<file path="config.mk">
export PLATFORM = sky130hd
export DESIGN_NAME = power_sequencer
export DESIGN_NICKNAME = d
export VERILOG_FILES = /design/src/design/seq_pkg.sv /design/src/design/power_sequencer.sv
export SDC_FILE = /design/constraint.sdc
export NUM_CORES = 1
export LEC_CHECK = 0
export BUFFER_PORTS_ARGS = -buffer_cell sky130_fd_sc_hd__buf_2
export CAP_MARGIN = 20
export CORE_ASPECT_RATIO = 2
export CORE_MARGIN = 5
export CORE_UTILIZATION = 60
export DETAILED_ROUTE_END_ITERATION = 8
export PLACE_DENSITY = 0.77
export SLEW_MARGIN = 20
export SYNTH_ARGS = -nofsm -noshare
export SYNTH_HDL_FRONTEND = slang
export SYNTH_SLANG_ARGS = --single-unit
</file>
<file path="constraint.sdc">
create_clock -name clk_i -period 4.1 [get_ports clk_i]
set_input_delay 0.41 -clock clk_i [delete_from_list [all_inputs] [get_ports clk_i]]
set_output_delay 0.41 -clock clk_i [all_outputs]
set_load 0.1 [all_outputs]
</file>
<file path="src/design/seq_pkg.sv">
// shared constants and carrier types for the power sequencer
package seq_pkg;
	localparam int          NUM_RES        = 8;
	localparam int          TIMER_W        = 8;
	localparam int          CLK_REQ_W      = 4;
	localparam int          REQ_TIMER_N    = 2;
	localparam real         SEQ_CLK_KHZ    = 32.768;
	localparam real         SYS_CLK_KHZ    = 10000.0;
	// divider count for the sequencer tick, rounded to nearest
	localparam int          SEQ_DIV        = int'(SYS_CLK_KHZ / SEQ_CLK_KHZ);
	localparam int          DIV_W          = 9;
	localparam int          RES_CORE_BUCK  = 0;
	localparam int          RES_CORE_LDO   = 1;
	localparam int          RES_LN_LDO     = 2;
	// wishbone register byte addresses
	localparam logic [7:0]  ADR_MIN_MASK   = 8'h00;
	localparam logic [7:0]  ADR_ON_FLAG    = 8'h04;
	localparam logic [7:0]  ADR_IN_TRANS   = 8'h08;
	localparam logic [7:0]  ADR_PIN_STATUS = 8'h0C;
	localparam logic [7:0]  ADR_DELAY_BASE = 8'h40;
	localparam logic [7:0]  MIN_MASK_RST   = 8'h00;
	localparam logic [TIMER_W-1:0] DELAY_RST = 8'h04;
	localparam int          DLY_OFF_POS    = 8;

	typedef enum logic [3:0] {
		ST_DISABLED = 4'h1,
		ST_TURN_ON  = 4'h2,
		ST_ENABLED  = 4'h4,
		ST_TURN_OFF = 4'h8
	} res_state_t;

	typedef struct packed {
		logic        cyc;
		logic        stb;
		logic        we;
		logic [7:0]  adr;
		logic [3:0]  sel;
		logic [31:0] dat;
	} wb_req_t;

	typedef struct packed {
		logic        ack;
		logic [31:0] dat;
	} wb_rsp_t;

	typedef struct packed {
		logic wlan_power_on;
		logic bt_power_on;
		logic bt_core_reset_n;
		logic ext_buck_keep_on;
		logic ext_pwm_force;
		logic burst_request;
	} pins_t;

	typedef struct packed {
		logic regulators_en;
		logic core_buck_en;
		logic core_buck_pwm;
		logic wlan_reset_n;
		logic bt_reset_n;
		logic main_clock_en;
		logic outputs_en;
	} power_ctl_t;
endpackage : seq_pkg

</file>
<file path="src/design/power_sequencer.sv">
// resource power sequencer with wishbone registers and power-on pin control
// Overview of operation
// - timers count down each sequencer tick
// - four states per resource
// - timer zero at rest, loaded on switch
// - timer zero ends transition state
// - zero delay switches directly
// - required set is union of sources
// - clock requests map to resources
// - required set computed every tick
// - at zero clear transition, flip on
// - disable unrequested enabled resource without dependents
// - enable requested resource with dependencies enabled
// - wlan power on releases wlan reset
// - regulators enabled by either power on
// - both power ons low disables regulators
// - bt reset affects bt core and gates pwm force
// - keep-on request holds core buck on
// - pwm force with keep-on and a live radio overrides burst request
// - higher power mode wins conflicts
// - doze stops main clocks, tick runs
// - shutdown tristates outputs
// - power up retains no resource state or min mask, delays kept
module power_sequencer #(
	parameter int NUM_RES   = seq_pkg::NUM_RES,
	parameter int TIMER_W   = seq_pkg::TIMER_W,
	parameter int CLK_REQ_W = seq_pkg::CLK_REQ_W,
	parameter int REQ_TMR_N = seq_pkg::REQ_TIMER_N,
	// bit j of entry i: resource i depends on resource j
	parameter logic [NUM_RES-1:0] DEP_TABLE [NUM_RES] = '{default: '0},
	// bit j of entry k: clock request k needs resource j
	parameter logic [NUM_RES-1:0] CLK_MAP [CLK_REQ_W] = '{default: '1}
) (
	// clock and reset
	input  wire logic                 clk_i,
	input  wire logic                 rst_b_i,
	// wishbone slave
	input  wire seq_pkg::wb_req_t     wb_req_i,
	output seq_pkg::wb_rsp_t          wb_rsp_o,
	// request sources
	input  wire logic [CLK_REQ_W-1:0] clk_request_i,
	input  wire logic [REQ_TMR_N-1:0] req_timer_active_i,
	input  wire logic [NUM_RES-1:0]   req_timer_mask_i [REQ_TMR_N],
	// power pins
	input  wire seq_pkg::pins_t       pins_i,
	// outputs
	output logic [NUM_RES-1:0]        resource_en_o,
	output seq_pkg::power_ctl_t       power_ctl_o,
	output logic                      seq_tick_o
);
	////////////////////////////////////////////////////////////////////////////
	typedef struct packed {
		logic [seq_pkg::DIV_W-1:0]         div;
		logic                              tick;
		logic [NUM_RES-1:0]                min_mask;
		logic [NUM_RES-1:0][TIMER_W-1:0]   on_dly;
		logic [NUM_RES-1:0][TIMER_W-1:0]   off_dly;
		logic [NUM_RES-1:0][TIMER_W-1:0]   timer;
		logic [NUM_RES-1:0]                on_flag;
		logic [NUM_RES-1:0]                in_trans;
		logic                              ack;
		logic [31:0]                       rdat;
		seq_pkg::power_ctl_t               ctl;
	} state_t;

	state_t s_r;
	state_t s_nxt;
	logic [NUM_RES-1:0] required;
	logic [NUM_RES-1:0] on_after;
	logic [NUM_RES-1:0] trans_after;
	logic [NUM_RES-1:0] have_dependents;
	logic [NUM_RES-1:0] deps_ok;
	logic               any_power_on;
	logic               wb_hit;
	logic               wb_commit;
	logic               radio_live;

	////////////////////////////////////////////////////////////////////////////
	// request collection
	always_comb begin
		required = s_r.min_mask;
		for (int k = 0; k < CLK_REQ_W; k++) begin
			if (clk_request_i[k]) begin
				required = required | CLK_MAP[k];
			end
		end
		for (int t = 0; t < REQ_TMR_N; t++) begin
			if (req_timer_active_i[t]) begin
				required = required | req_timer_mask_i[t];
			end
		end
		if (pins_i.ext_buck_keep_on) begin
			required[seq_pkg::RES_CORE_BUCK] = 1'b1;
		end
		// pull in dependencies of required resources
		// without this a dependent would wait forever on an unrequested parent
		for (int p = 0; p < NUM_RES; p++) begin
			for (int i = 0; i < NUM_RES; i++) begin
				if (required[i]) begin
					required = required | DEP_TABLE[i];
				end
			end
		end
	end

	////////////////////////////////////////////////////////////////////////////
	// dependency evaluation against post-decrement state
	always_comb begin
		have_dependents = '0;
		deps_ok         = '1;
		for (int i = 0; i < NUM_RES; i++) begin
			for (int j = 0; j < NUM_RES; j++) begin
				if (DEP_TABLE[i][j]) begin
					if (on_after[i] || trans_after[i]) begin
						have_dependents[j] = 1'b1;
					end
					if (!(on_after[j] && !trans_after[j])) begin
						deps_ok[i] = 1'b0;
					end
				end
			end
		end
	end

	assign any_power_on = pins_i.wlan_power_on | pins_i.bt_power_on;
	assign wb_hit       = wb_req_i.cyc & wb_req_i.stb & ~s_r.ack;
	// the master holds a write until it samples ack, so it commits only then
	assign wb_commit    = wb_req_i.cyc & wb_req_i.stb & wb_req_i.we & s_r.ack;
	assign radio_live   = pins_i.wlan_power_on | (pins_i.bt_power_on & pins_i.bt_core_reset_n);

	////////////////////////////////////////////////////////////////////////////
	always_comb begin
		logic [7:0] idx;
		idx         = 8'h00;
		s_nxt       = s_r;
		s_nxt.tick  = 1'b0;
		s_nxt.ack   = 1'b0;
		on_after    = s_r.on_flag;
		trans_after = s_r.in_trans;
		if (s_r.div == seq_pkg::DIV_W'(seq_pkg::SEQ_DIV - 1)) begin
			s_nxt.div  = '0;
			s_nxt.tick = 1'b1;
		end else begin
			s_nxt.div = s_r.div + 1'b1;
		end
		if (s_r.tick) begin
			for (int i = 0; i < NUM_RES; i++) begin
				if (s_r.timer[i] != '0) begin
					s_nxt.timer[i] = s_r.timer[i] - 1'b1;
					if (s_r.timer[i] == TIMER_W'(1)) begin
						trans_after[i] = 1'b0;
						on_after[i]    = ~s_r.on_flag[i];
					end
				end
			end
			s_nxt.on_flag  = on_after;
			s_nxt.in_trans = trans_after;
			for (int i = 0; i < NUM_RES; i++) begin
				if (!trans_after[i]) begin
					if (on_after[i] && !required[i] && !have_dependents[i]) begin
						if (s_r.off_dly[i] == '0) begin
							s_nxt.on_flag[i] = 1'b0;
						end else begin
							s_nxt.timer[i]    = s_r.off_dly[i];
							s_nxt.in_trans[i] = 1'b1;
						end
					end else if (!on_after[i] && required[i] && deps_ok[i]) begin
						if (s_r.on_dly[i] == '0) begin
							s_nxt.on_flag[i] = 1'b1;
						end else begin
							s_nxt.timer[i]    = s_r.on_dly[i];
							s_nxt.in_trans[i] = 1'b1;
						end
					end
				end
			end
		end
		// register access, one wait state; a write commits at the edge its ack is taken
		if (wb_hit) begin
			s_nxt.ack  = 1'b1;
			s_nxt.rdat = 32'h0000_0000;
		end
		if (wb_req_i.adr >= seq_pkg::ADR_DELAY_BASE) begin
			idx = (wb_req_i.adr - seq_pkg::ADR_DELAY_BASE) >> 2;
		end
		if (wb_req_i.adr == seq_pkg::ADR_MIN_MASK) begin
			if (wb_hit) begin
				s_nxt.rdat[NUM_RES-1:0] = s_r.min_mask;
			end
			if (wb_commit && wb_req_i.sel[0]) begin
				s_nxt.min_mask = wb_req_i.dat[NUM_RES-1:0];
			end
		end else if (wb_hit && wb_req_i.adr == seq_pkg::ADR_ON_FLAG) begin
			s_nxt.rdat[NUM_RES-1:0] = s_r.on_flag;
		end else if (wb_hit && wb_req_i.adr == seq_pkg::ADR_IN_TRANS) begin
			s_nxt.rdat[NUM_RES-1:0] = s_r.in_trans;
		end else if (wb_hit && wb_req_i.adr == seq_pkg::ADR_PIN_STATUS) begin
			s_nxt.rdat[6:0] = s_r.ctl;
		end else if (wb_req_i.adr[1:0] == 2'h0 && idx < 8'(NUM_RES)
				&& wb_req_i.adr >= seq_pkg::ADR_DELAY_BASE) begin
			if (wb_hit) begin
				s_nxt.rdat[TIMER_W-1:0] = s_r.on_dly[idx];
				s_nxt.rdat[seq_pkg::DLY_OFF_POS +: TIMER_W] = s_r.off_dly[idx];
			end
			if (wb_commit && wb_req_i.sel[0]) begin
				s_nxt.on_dly[idx] = wb_req_i.dat[TIMER_W-1:0];
			end
			if (wb_commit && wb_req_i.sel[1]) begin
				s_nxt.off_dly[idx] = wb_req_i.dat[seq_pkg::DLY_OFF_POS +: TIMER_W];
			end
		end
		s_nxt.ctl.regulators_en = any_power_on;
		// wlan reset follows its power on
		s_nxt.ctl.wlan_reset_n  = pins_i.wlan_power_on;
		// bt reset touches bt core here and gates pwm force via radio_live
		s_nxt.ctl.bt_reset_n    = pins_i.bt_power_on & pins_i.bt_core_reset_n;
		s_nxt.ctl.core_buck_en  = any_power_on | pins_i.ext_buck_keep_on;
		s_nxt.ctl.core_buck_pwm = (radio_live & pins_i.ext_buck_keep_on
			& pins_i.ext_pwm_force) | ~pins_i.burst_request;
		// main clocks off with no clock request
		s_nxt.ctl.main_clock_en = any_power_on & (|clk_request_i);
		s_nxt.ctl.outputs_en    = any_power_on;
		if (!any_power_on) begin
			s_nxt.on_flag  = '0;
			s_nxt.in_trans = '0;
			s_nxt.timer    = '0;
			s_nxt.min_mask = NUM_RES'(seq_pkg::MIN_MASK_RST);
		end
	end

	////////////////////////////////////////////////////////////////////////////
	always_ff @(posedge clk_i or negedge rst_b_i) begin
		if (!rst_b_i) begin
			s_r          <= '0;
			s_r.min_mask <= NUM_RES'(seq_pkg::MIN_MASK_RST);
			s_r.on_dly   <= {NUM_RES{TIMER_W'(seq_pkg::DELAY_RST)}};
			s_r.off_dly  <= {NUM_RES{TIMER_W'(seq_pkg::DELAY_RST)}};
		end else begin
			s_r <= s_nxt;
		end
	end

	assign wb_rsp_o.ack = s_r.ack;
	assign wb_rsp_o.dat = s_r.rdat;
	assign power_ctl_o  = s_r.ctl;
	assign seq_tick_o   = s_r.tick;

	for (genvar g = 0; g < NUM_RES; g++) begin : g_res
		seq_pkg::res_state_t st;
		always_comb begin
			unique case ({s_r.on_flag[g], s_r.in_trans[g]})
				2'b00: st = seq_pkg::ST_DISABLED;
				2'b01: st = seq_pkg::ST_TURN_ON;
				2'b10: st = seq_pkg::ST_ENABLED;
				2'b11: st = seq_pkg::ST_TURN_OFF;
			endcase
		end
		assign resource_en_o[g] = (st == seq_pkg::ST_ENABLED) | (st == seq_pkg::ST_TURN_OFF);

		property p_timer_rest;
			@(posedge clk_i) disable iff (!rst_b_i)
			!s_r.in_trans[g] |-> s_r.timer[g] == '0;
		endproperty
		a_timer_rest: assert property (p_timer_rest) else $error("timer nonzero at rest");

		property p_end;
			@(posedge clk_i) disable iff (!rst_b_i)
			// a zero-delay reversal in the same tick legally flips the flag back
			(s_r.tick && s_r.timer[g] == TIMER_W'(1) && any_power_on
				&& (s_r.on_flag[g] ? s_r.on_dly[g] != '0 : s_r.off_dly[g] != '0))
				|=> s_r.on_flag[g] != $past(s_r.on_flag[g]);
		endproperty
		a_end: assert property (p_end) else $error("transition did not complete");

		// count down by one per tick
		property p_dec;
			@(posedge clk_i) disable iff (!rst_b_i)
			(s_r.tick && s_r.timer[g] > TIMER_W'(1) && any_power_on)
				|=> s_r.timer[g] == $past(s_r.timer[g]) - 1'b1;
		endproperty
		a_dec: assert property (p_dec) else $error("timer did not decrement");

		property p_clr;
			@(posedge clk_i) disable iff (!rst_b_i)
			$fell(s_r.in_trans[g]) |-> s_r.timer[g] == '0;
		endproperty
		a_clr: assert property (p_clr) else $error("transition flag cleared early");

		property p_hold;
			@(posedge clk_i) disable iff (!rst_b_i)
			(!s_r.tick && s_r.in_trans[g] && any_power_on) |=> $stable(s_r.timer[g]);
		endproperty
		a_hold: assert property (p_hold) else $error("timer moved off tick");
	end

	property p_wlan;
		@(posedge clk_i) disable iff (!rst_b_i)
		pins_i.wlan_power_on |=> power_ctl_o.wlan_reset_n && power_ctl_o.regulators_en;
	endproperty
	a_wlan: assert property (p_wlan) else $error("wlan not released");

	property p_off;
		@(posedge clk_i) disable iff (!rst_b_i)
		(!pins_i.wlan_power_on && !pins_i.bt_power_on) |=> !power_ctl_o.regulators_en;
	endproperty
	a_off: assert property (p_off) else $error("regulators stayed on");

	property p_keep;
		@(posedge clk_i) disable iff (!rst_b_i)
		pins_i.ext_buck_keep_on |=> power_ctl_o.core_buck_en;
	endproperty
	a_keep: assert property (p_keep) else $error("core buck dropped");

	property p_pwm;
		@(posedge clk_i) disable iff (!rst_b_i)
		((pins_i.wlan_power_on || (pins_i.bt_power_on && pins_i.bt_core_reset_n))
			&& pins_i.ext_buck_keep_on && pins_i.ext_pwm_force)
			|=> power_ctl_o.core_buck_pwm;
	endproperty
	a_pwm: assert property (p_pwm) else $error("pwm not forced");

	property p_reg_on;
		@(posedge clk_i) disable iff (!rst_b_i)
		(pins_i.wlan_power_on || pins_i.bt_power_on) |=> power_ctl_o.regulators_en;
	endproperty
	a_reg_on: assert property (p_reg_on) else $error("regulators not enabled");

	// power down keeps no resource state
	property p_wipe;
		@(posedge clk_i) disable iff (!rst_b_i)
		(!pins_i.wlan_power_on && !pins_i.bt_power_on) |=> s_r.on_flag == '0 && s_r.in_trans == '0;
	endproperty
	a_wipe: assert property (p_wipe) else $error("state kept over power down");

	property p_tristate;
		@(posedge clk_i) disable iff (!rst_b_i)
		(!pins_i.wlan_power_on && !pins_i.bt_power_on) |=> !power_ctl_o.outputs_en;
	endproperty
	a_tristate: assert property (p_tristate) else $error("outputs driven in shutdown");

	// no clock request stops main clocks
	property p_doze;
		@(posedge clk_i) disable iff (!rst_b_i)
		(clk_request_i == '0) |=> !power_ctl_o.main_clock_en;
	endproperty
	a_doze: assert property (p_doze) else $error("main clocks run in doze");

	property p_tick;
		@(posedge clk_i) disable iff (!rst_b_i)
		seq_tick_o |=> !seq_tick_o [*2];
	endproperty
	a_tick: assert property (p_tick) else $error("tick too frequent");
endmodule : power_sequencer

</file>
* Yosys cells after proc, flatten, opt, wreduce, memory -nomap -nowiden
Cells that the tools add are included.
Word-level totals: register bits after elaboration 249, input port bits 77, output and inout port bits 49, logic and storage cells 439
Cells by class: $add $sub $neg 10, magnitude comparators 4, equality and inequality tests 55, muxes and demuxes 219, bitwise logic cells 36, reductions and logical operators 78
Operators by type and width (number):
- 8-bit 2-to-1 mux | 67
- 80-bit 2-to-1 mux | 2
- 8-bit logical NOT | 17
- 1-bit 2-to-1 mux | 130
- 64-bit bitwise mux | 2
- 4-bit one-hot mux with 4 select lines | 8
- 8-bit by 1-bit equality test with 1-bit output, second input constant | 8
- 8-bit nonzero test | 8
- 8-bit by 1-bit subtractor with 8-bit output, second input constant | 8
- 8-bit binary-select mux with 3-bit select | 2
- 33-bit 2-to-1 mux | 1
- 2-bit equality test, second input constant | 16
- 4-bit by 3-bit equality test with 1-bit output, second input constant | 8
- 4-bit equality test, second input constant | 8
- 16-bit 2-to-1 mux | 2
- 8-bit demux with 3-bit select | 1
- 1-bit logical AND | 24
- 2-bit logical NOT | 9
- 9-bit 2-to-1 mux | 2
- 2-bit by 1-bit equality test with 1-bit output, second input constant | 8
- 8-bit by 4-bit equality test with 1-bit output, second input constant | 2
- 1-bit logical NOT | 16
- 8-bit by 4-bit less-than comparator with 1-bit output, second input constant | 2
- 8-bit OR | 2
- 16 further kinds | 49

* Logic depth before layout (Yosys ltp)
Gate-level depths: netlist (run 1).
word-level depth 15, gate-level depth with buffers 10, depth with buffers taken out 9

* Worst setup path after synthesis (run 1)
OpenSTA, ideal clock, no wires.
path type register to register, start point reg s_r[64] (netlist bit), end point reg s_r[69] (netlist bit), library setup time 87 ps, data arrival time 2807 ps, data required time 4013 ps, path slack 1207 ps, stages on the path, launching flop included 11, buffers on the path 1, period minus slack after synthesis 2893 ps, path through dfrtp_1 inv_1 ha_1 or4b_2 or3_1 nand3_1 mux2i_1 and2_1 clkbuf_1 or4_1 o211ai_1
On the way: cells in the longest elaborated chain, start to end 11, elaborated cells between the ends (all ways) 20, classes of those cells add/sub (1); eq/ne (1); mux (14); reduce/logical (4)
Ends and longest elaborated chain:
- from (decl) | line power_sequencer.sv:66 | state_t s_r;
- from (signal assigned) | line power_sequencer.sv:239 | s_r <= s_nxt;
- branches (longest 8 deep; another with 8-bit by 1-bit subtractor with 8-bit output)
- 8-bit 2-to-1 mux * | line power_sequencer.sv:159 | if (!trans_after[i]) begin
- 80-bit 2-to-1 mux * | line power_sequencer.sv:146 | if (s_r.tick) begin
- 80-bit 2-to-1 mux * | line power_sequencer.sv:223 | if (!any_power_on) begin
Every way passes the cells marked *. The select of a mux whose other input is x is not followed. A chain may end at the register's enable or synchronous reset.

* Worst setup path after layout (run 1)
start point reg s_r[56] (netlist bit), end point reg s_r[58] (netlist bit)
The elaborated chain is that of the path after synthesis.

==> results of run 1 <==
## kinds of logic after synthesis
kind of cell | count (synthesis) | synth area share
flops | 249 | 0.418
buf+inv | 144 | 0.0467
mux | 177 | 0.129
simple gates | 545 | 0.180
compound gates | 463 | 0.204
fa+ha+maj | 19 | 0.0159
xor+xnor | 10 | 0.00586
other cells | 1 | 0.000251
## cell type report
type / count / share of cell area
antenna: 1 / 0.000153
tap: 332 / 0.0254
inverter: 30 / 0.00688
timing repair buffer: 117 / 0.0413
multi-input combinational: 1230 / 0.494
clock inverter: 8 / 0.00734
clock buffer: 35 / 0.0436
sequential: 249 / 0.382
## layer usage
metal	track usage	part of all wire	routed length (um)
met1	0.392	0.34	17200
met2	0.597	0.48	24500
met3	0.0552	0.083	4220
met4	0.278	0.093	4720
met5	0	0	0
## worst max-delay path: stages, from the launching register on
cell and delay, ps:
dfrtp_1 410, inv_1 90, ha_1 260, or4b_2 700, nor3_1 480, o21ai_1 170
or3_1 430, o221ai_1 370, o21ai_0 160, o2bb2ai_1 140
## sequential cells by signal, indices dropped and copies added, names as in the netlist, named ones only
name / cells
s_r: 225
power_ctl_o: 6
seq_tick_o: 1
wb_rsp_o: 1
## final timing paths
path / start / endpoint / slack [ps] / cells after the start
min in group asynchronous: rst_b_i / s_r[260] / 510 / 2
max: s_r[56] / s_r[58] / 780 / 9
min: pins_i[0] / power_ctl_o[4] / 50 / 2
min reg2reg: register / register / 480 / 2
max in group asynchronous: rst_b_i / s_r[194] / 2590 / 3
max reg2reg: s_r[56] / s_r[58] / 780 / 9
## synthesized netlist by cell type (27+ instances only)
| library cell | number | share of area |
|---|---|---|
| dfrtp_1 | 233 | 0.39 |
| nand2_1 | 201 | 0.050 |
| mux2_2 | 129 | 0.097 |
| o21ai_0 | 107 | 0.036 |
| a21oi_1 | 100 | 0.033 |
| nor2_1 | 90 | 0.023 |
| clkbuf_1 | 69 | 0.017 |
| nor4_1 | 50 | 0.021 |
| mux2i_1 | 48 | 0.032 |
| o22ai_1 | 43 | 0.018 |
| buf_4 | 40 | 0.020 |
| nor3_1 | 40 | 0.013 |
| nand3_1 | 35 | 0.012 |
| a22oi_1 | 32 | 0.016 |
| inv_1 | 30 | 0.0075 |
| or4_1 | 29 | 0.015 |
| a31oi_1 | 28 | 0.012 |
| a22o_1 | 27 | 0.016 |
## through the flow
stage | util | instances | instance area [sq um] | hold slack, ps
6_report | 0.668 | 2002 | 16400 | 50.4
5_1_grt | 0.667 | 2001 | 16400 | 64.7
4_1_cts | 0.667 | 2001 | 16400 | 47.0
2_1_floorplan | - | 1623 | 15000 | 114
3_3_place_gp | 0.633 | 1957 | 15500 | 466
3_5_place_dp | 0.633 | 1957 | 15500 | 471
## where the power goes
group,internal [mW],switching (mW)
Clock,1.39,0.982
Sequential,2.47,0.0103
Combinational,0.0781,0.372
Total,3.94,1.36
==> reports/metrics.yaml, run 1 <==
outcome:
  outcome: "finished, final reports clean"
cells_and_area:
  fill_cells: 2052
  area_growth_pct: 9.52
  regArea_sq_um: 6250
  multi_input_area_sq_um: 8080
  nets: 1748
  final_common_cell: "dfrtp_1"
  mostFrequentLayoutCells: "dfrtp_1, nand2_1, mux2_2, o21ai_0, a21oi_1"
  layout-drive-gt1-share: 0.207
worst_setup_path:
  critical_path.max_fanout: 6
  cp-start-kind: "register"
  crit_required_ps: 4520
  critical_path_class: "register to register"
  critPathCaptureType: "register"
  cp.arrival_ps: 3740
power:
  peakVddDrop_v: 0.000309
  p_per_area_nw_per_um2: 324
  power_leakage_nw: 7.39
  power.total_mw: 5.30
cts:
  insertion_delay_ps: 540
  cts_resized: 0
  root_buffer: "clkbuf_16"
  cts_buffers: 24
  htreeDepth: 1
  post-cts-setup-buffer-count: 0
  cts_hold_buf: 1
  clk_path_buf_depth: 3
  cts_tree: "yes"
  cts.sinks: 249
  clk_pin_slew_worst_paths_ps: 60
logic_synthesis:
  ys_types: 78
  async_flop_share: 1.00
  synth_edf_count: 0
  synthesis.area_sq_um: 14900
  syn_inst: 1608
  ys.flop_type: "dfrtp_1"
  syn_area_per_cell_sq_um: 9.30
  yosysSeqAreaShare: 0.418
  ys_warn_count: 0
  synth_seq_cells: 249
routing:
  wl_per_cell_um: 25.3
  ant_nets: 0
  via_per_inst: 6.98
  via_count: 14000
  drc: 0
  wirelength_mm: 50.7
  drt_iter0_markers: 1419
  dr.pass1.iters: 6
grt:
  antenna_found_initial: 1
  grt_pass1_wl_mm: 77.2
  grt_overflow: 0
  grt_max_degree: 98
  track_usage: 0.354
  grt_pass1_vias: 13700
die:
  die_w_um: 122
  core_area_sq_um: 24500
  rows: 81
  io_pins: 126
  fp.dieArea_sq_um: 28400
  chipHeight_um: 233
  start_util: 0.610
timing:
  finalHoldViolations: 0
  slew_headroom: 0.334
  fmax_mhz: 301
  period_share: 0.811
  finalClockSkew_ps: 8.32
  maxSlewViolCount: 0
  layout_setup_ws_ps: 777
  post-route-min-period_ps: 3320
  fin_setup_tns_ps: 0
  setup_viol: 0
  worstMarginPinSlew_ps: 996
  rsz0062_at_grt: "no"
placed_design:
  detailed_place_hpwl_mm: 37.2
  port_buffers: 91
  place_congestion: 1.07
  dp_slack_ps: 852
worst_hold_path:
  hp-class: "input pin to register"
job:
  cap_violations: 0
Power figures use the tool's default switching activity.
==> inputs of run 2 (changes only) <==
==> constraint.sdc (replaced) <==
create_clock -name clk_i -period 3.06 [get_ports clk_i]
set_input_delay 0.306 -clock clk_i [delete_from_list [all_inputs] [get_ports clk_i]]
set_output_delay 0.306 -clock clk_i [all_outputs]
set_load 0.1 [all_outputs]
==> run 2 against run 1 <==
Largest cell class unchanged. Critical endpoint is now s_r[108]. Sequential cell count is the same. Fmax is 11% higher. Core utilization increased by 2.5 points. Largest power group unchanged. Register-to-register slack worse by 710 ps.
==> reports/metrics.yaml, run 2 (synthesized netlist as in run 1, its figures left out) <==
outcome:
  outcome: "finished, final reports clean"  # unchanged
cts:
  cts.sinks: 249  # unchanged
  root_buffer: "clkbuf_16"  # unchanged
  htreeDepth: 1  # unchanged
  cts_tree: "yes"  # unchanged
  cts_buffers: 24  # unchanged
  clk_path_buf_depth: 3  # unchanged
  insertion_delay_ps: 540  # about the same
  clk_pin_slew_worst_paths_ps: 70  # was 60 ps
cells_and_area:
  diodes: 0  # was 1
  fill_cells: 2023  # was 2052
  area_growth_pct: 13.6  # was 9.52%
  mostFrequentLayoutCells: "dfrtp_1, nand2_1, mux2_2, o21ai_0, a21oi_1"  # unchanged
  regMostFlops: "s_r"  # unchanged
  nets: 1813  # was 1748
  layout-drive-gt1-share: 0.243  # was 0.207
  final_common_cell: "dfrtp_1"  # unchanged
  largest_reg_flops: 225  # unchanged
  design_area_sq_um: 17000  # was 16400 sq um
  instances_no_fill: 2066  # was 2002
placed_design:
  placed_area_sq_um: 16000  # was 15500 sq um
  dp.cells: 2015  # was 1957
  port_buffers: 91  # unchanged
  place_congestion: 1.03  # was 1.07
  detailed_place_hpwl_mm: 39.9  # was 37.2 mm
power:
  p_per_area_nw_per_um2: 422  # was 324 nW/um^2
  peakVddDrop_v: 0.000466  # was 0.000309 V
  power_leakage_nw: 7.74  # was 7.39 nW
  power.total_mw: 7.17  # was 5.30 mW
timing:
  fmax_mhz: 334  # was 301 MHz
  period_share: 0.977  # was 0.811
  maxSlewViolCount: 0  # unchanged
  setup_viol: 0  # unchanged
  finalClockSkew_ps: 12.2  # was 8.32 ps
  worstMarginPinSlew_ps: 1090  # was 996 ps
  slew_headroom: 0.270  # was 0.334
  finalHoldViolations: 0  # unchanged
  post-route-min-period_ps: 2990  # was 3320 ps
routing:
  drt_iter0_markers: 1194  # was 1419
  drc: 0  # unchanged
  via_per_inst: 6.84  # was 6.98
  ant_nets: 0  # unchanged
  wirelength_mm: 54.1  # was 50.7 mm
  via_count: 14100  # was 14000
  wl_per_cell_um: 26.2  # was 25.3 um
  dr.pass1.iters: 6  # unchanged
worst_setup_path:
  critPathCaptureType: "register"  # unchanged
  r2r_start: "s_r[105]"  # was s_r[56]
  critical_path.max_fanout: 5  # was 6
  cp.arrival_ps: 3420  # was 3740 ps
  critical_path_class: "register to register"  # unchanged
  critPathLaunch: "s_r[105]"  # was s_r[56]
  cp_slowest_cell: "or4b_2"  # unchanged
  path_depth: 9  # unchanged
  cp_cell_sequence: "inv_1 > ha_1 > or4b_2 > o21a_1 > a211o_1 > mux2i_2 > a21o_1 > nor4_1 > or3_1"  # was inv_1 > ha_1 > or4b_2 > nor3_1 > o21ai_1 > or3_1 > o221ai_1 > o21ai_0 > o2bb2ai_1
  slowest_delay_ps: 680  # was 700 ps
  cp-start-kind: "register"  # unchanged
  crit_buf_inv: 1  # unchanged
  crit_required_ps: 3490  # was 4520 ps
  reg2regPathDepth: 9  # unchanged
  critical-path-top-delay-family: "simple AND/OR/NAND/NOR gates"  # unchanged
worst_hold_path:
  hp-class: "input pin to register"  # unchanged
  min_path_cells: 2  # unchanged
  min-delay-start: "pins_i[0]"  # unchanged
die:
  start_util: 0.610  # unchanged
  core_area_sq_um: 24500  # unchanged
  chipHeight_um: 233  # unchanged
  die_w_um: 122  # unchanged
  io_pins: 126  # unchanged
  fp.dieArea_sq_um: 28400  # unchanged
  rows: 81  # unchanged
grt:
  grt_max_degree: 66  # was 98
  antenna_found_initial: 0  # was 1
  grt_overflow: 0  # unchanged
  grt_pass1_wl_mm: 81.9  # was 77.2 mm
  grt_pass1_vias: 14100  # was 13700
  track_usage: 0.381  # was 0.354
job:
  cap_violations: 0  # unchanged
## run 2: worst paths after layout
check,end,slack (ps)
worst min-delay path,power_ctl_o[4],20
min in group asynchronous,s_r[260],290
worst max register to register,s_r[108],70
max in group asynchronous,s_r[194],1940
worst max-delay path,s_r[108],70
worst min register to register,register,480
## run 2: timing repair
action / 4_1_cts / 5_1_grt
hold endpoints to repair: 60 / 0
hold buffers: 3 / 0
resized for setup: 0 / 17
setup buffers: 0 / 5
setup endpoints to repair: 0 / 23
## run 2: per-stage QoR
| stage | setup WS (ps) | TNS, ps | hold slack [ps] | util |
|---|---|---|---|---|
| floorplan | 167 | 0 | 10.4 | - |
| global placement | 111 | 0 | 279 | 0.653 |
| detailed placement | 60.8 | 0 | 282 | 0.653 |
| CTS | 49.2 | 0 | 25.1 | 0.688 |
| global route | -37.8 | -92.9 | 44.2 | 0.692 |
| finish | 70.1 | 0 | 18.1 | 0.692 |
## run 2: cell type report
type	instances	area, sq um	area share
sequential	249	6250	0.368
clock inverter	12	169	0.00995
multi-input combinational	1230	8150	0.480
clock buffer	31	668	0.0393
inverter	30	113	0.00663
tap	332	415	0.0245
timing repair buffer	182	1220	0.0718
## run 2: worst register-to-register path, delay by kind of cell, from the launching register on
family / cells / cell delay, ps
buffers and inverters: 1 / 90
muxes: 1 / 230
and+or+nand+nor: 3 / 1120
DFF: 1 / 410
AOI/OAI and AO/OA: 3 / 800
adders and majority gates: 1 / 220
## run 2: report_power, final
group	leakage (nW)	switching, mW	internal, mW
clock network	0.408	1.33	1.88
logic	3.95	0.509	0.121
registers	3.38	0.0143	3.31
## run 2: per-layer routing
layer	track usage	wire length (um)	vias up
li1	-	-	6236
met1	0.419	18500	6846
met2	0.640	26400	766
met3	0.0596	3890	283
met4	0.310	5320	0
met5	0	0	-
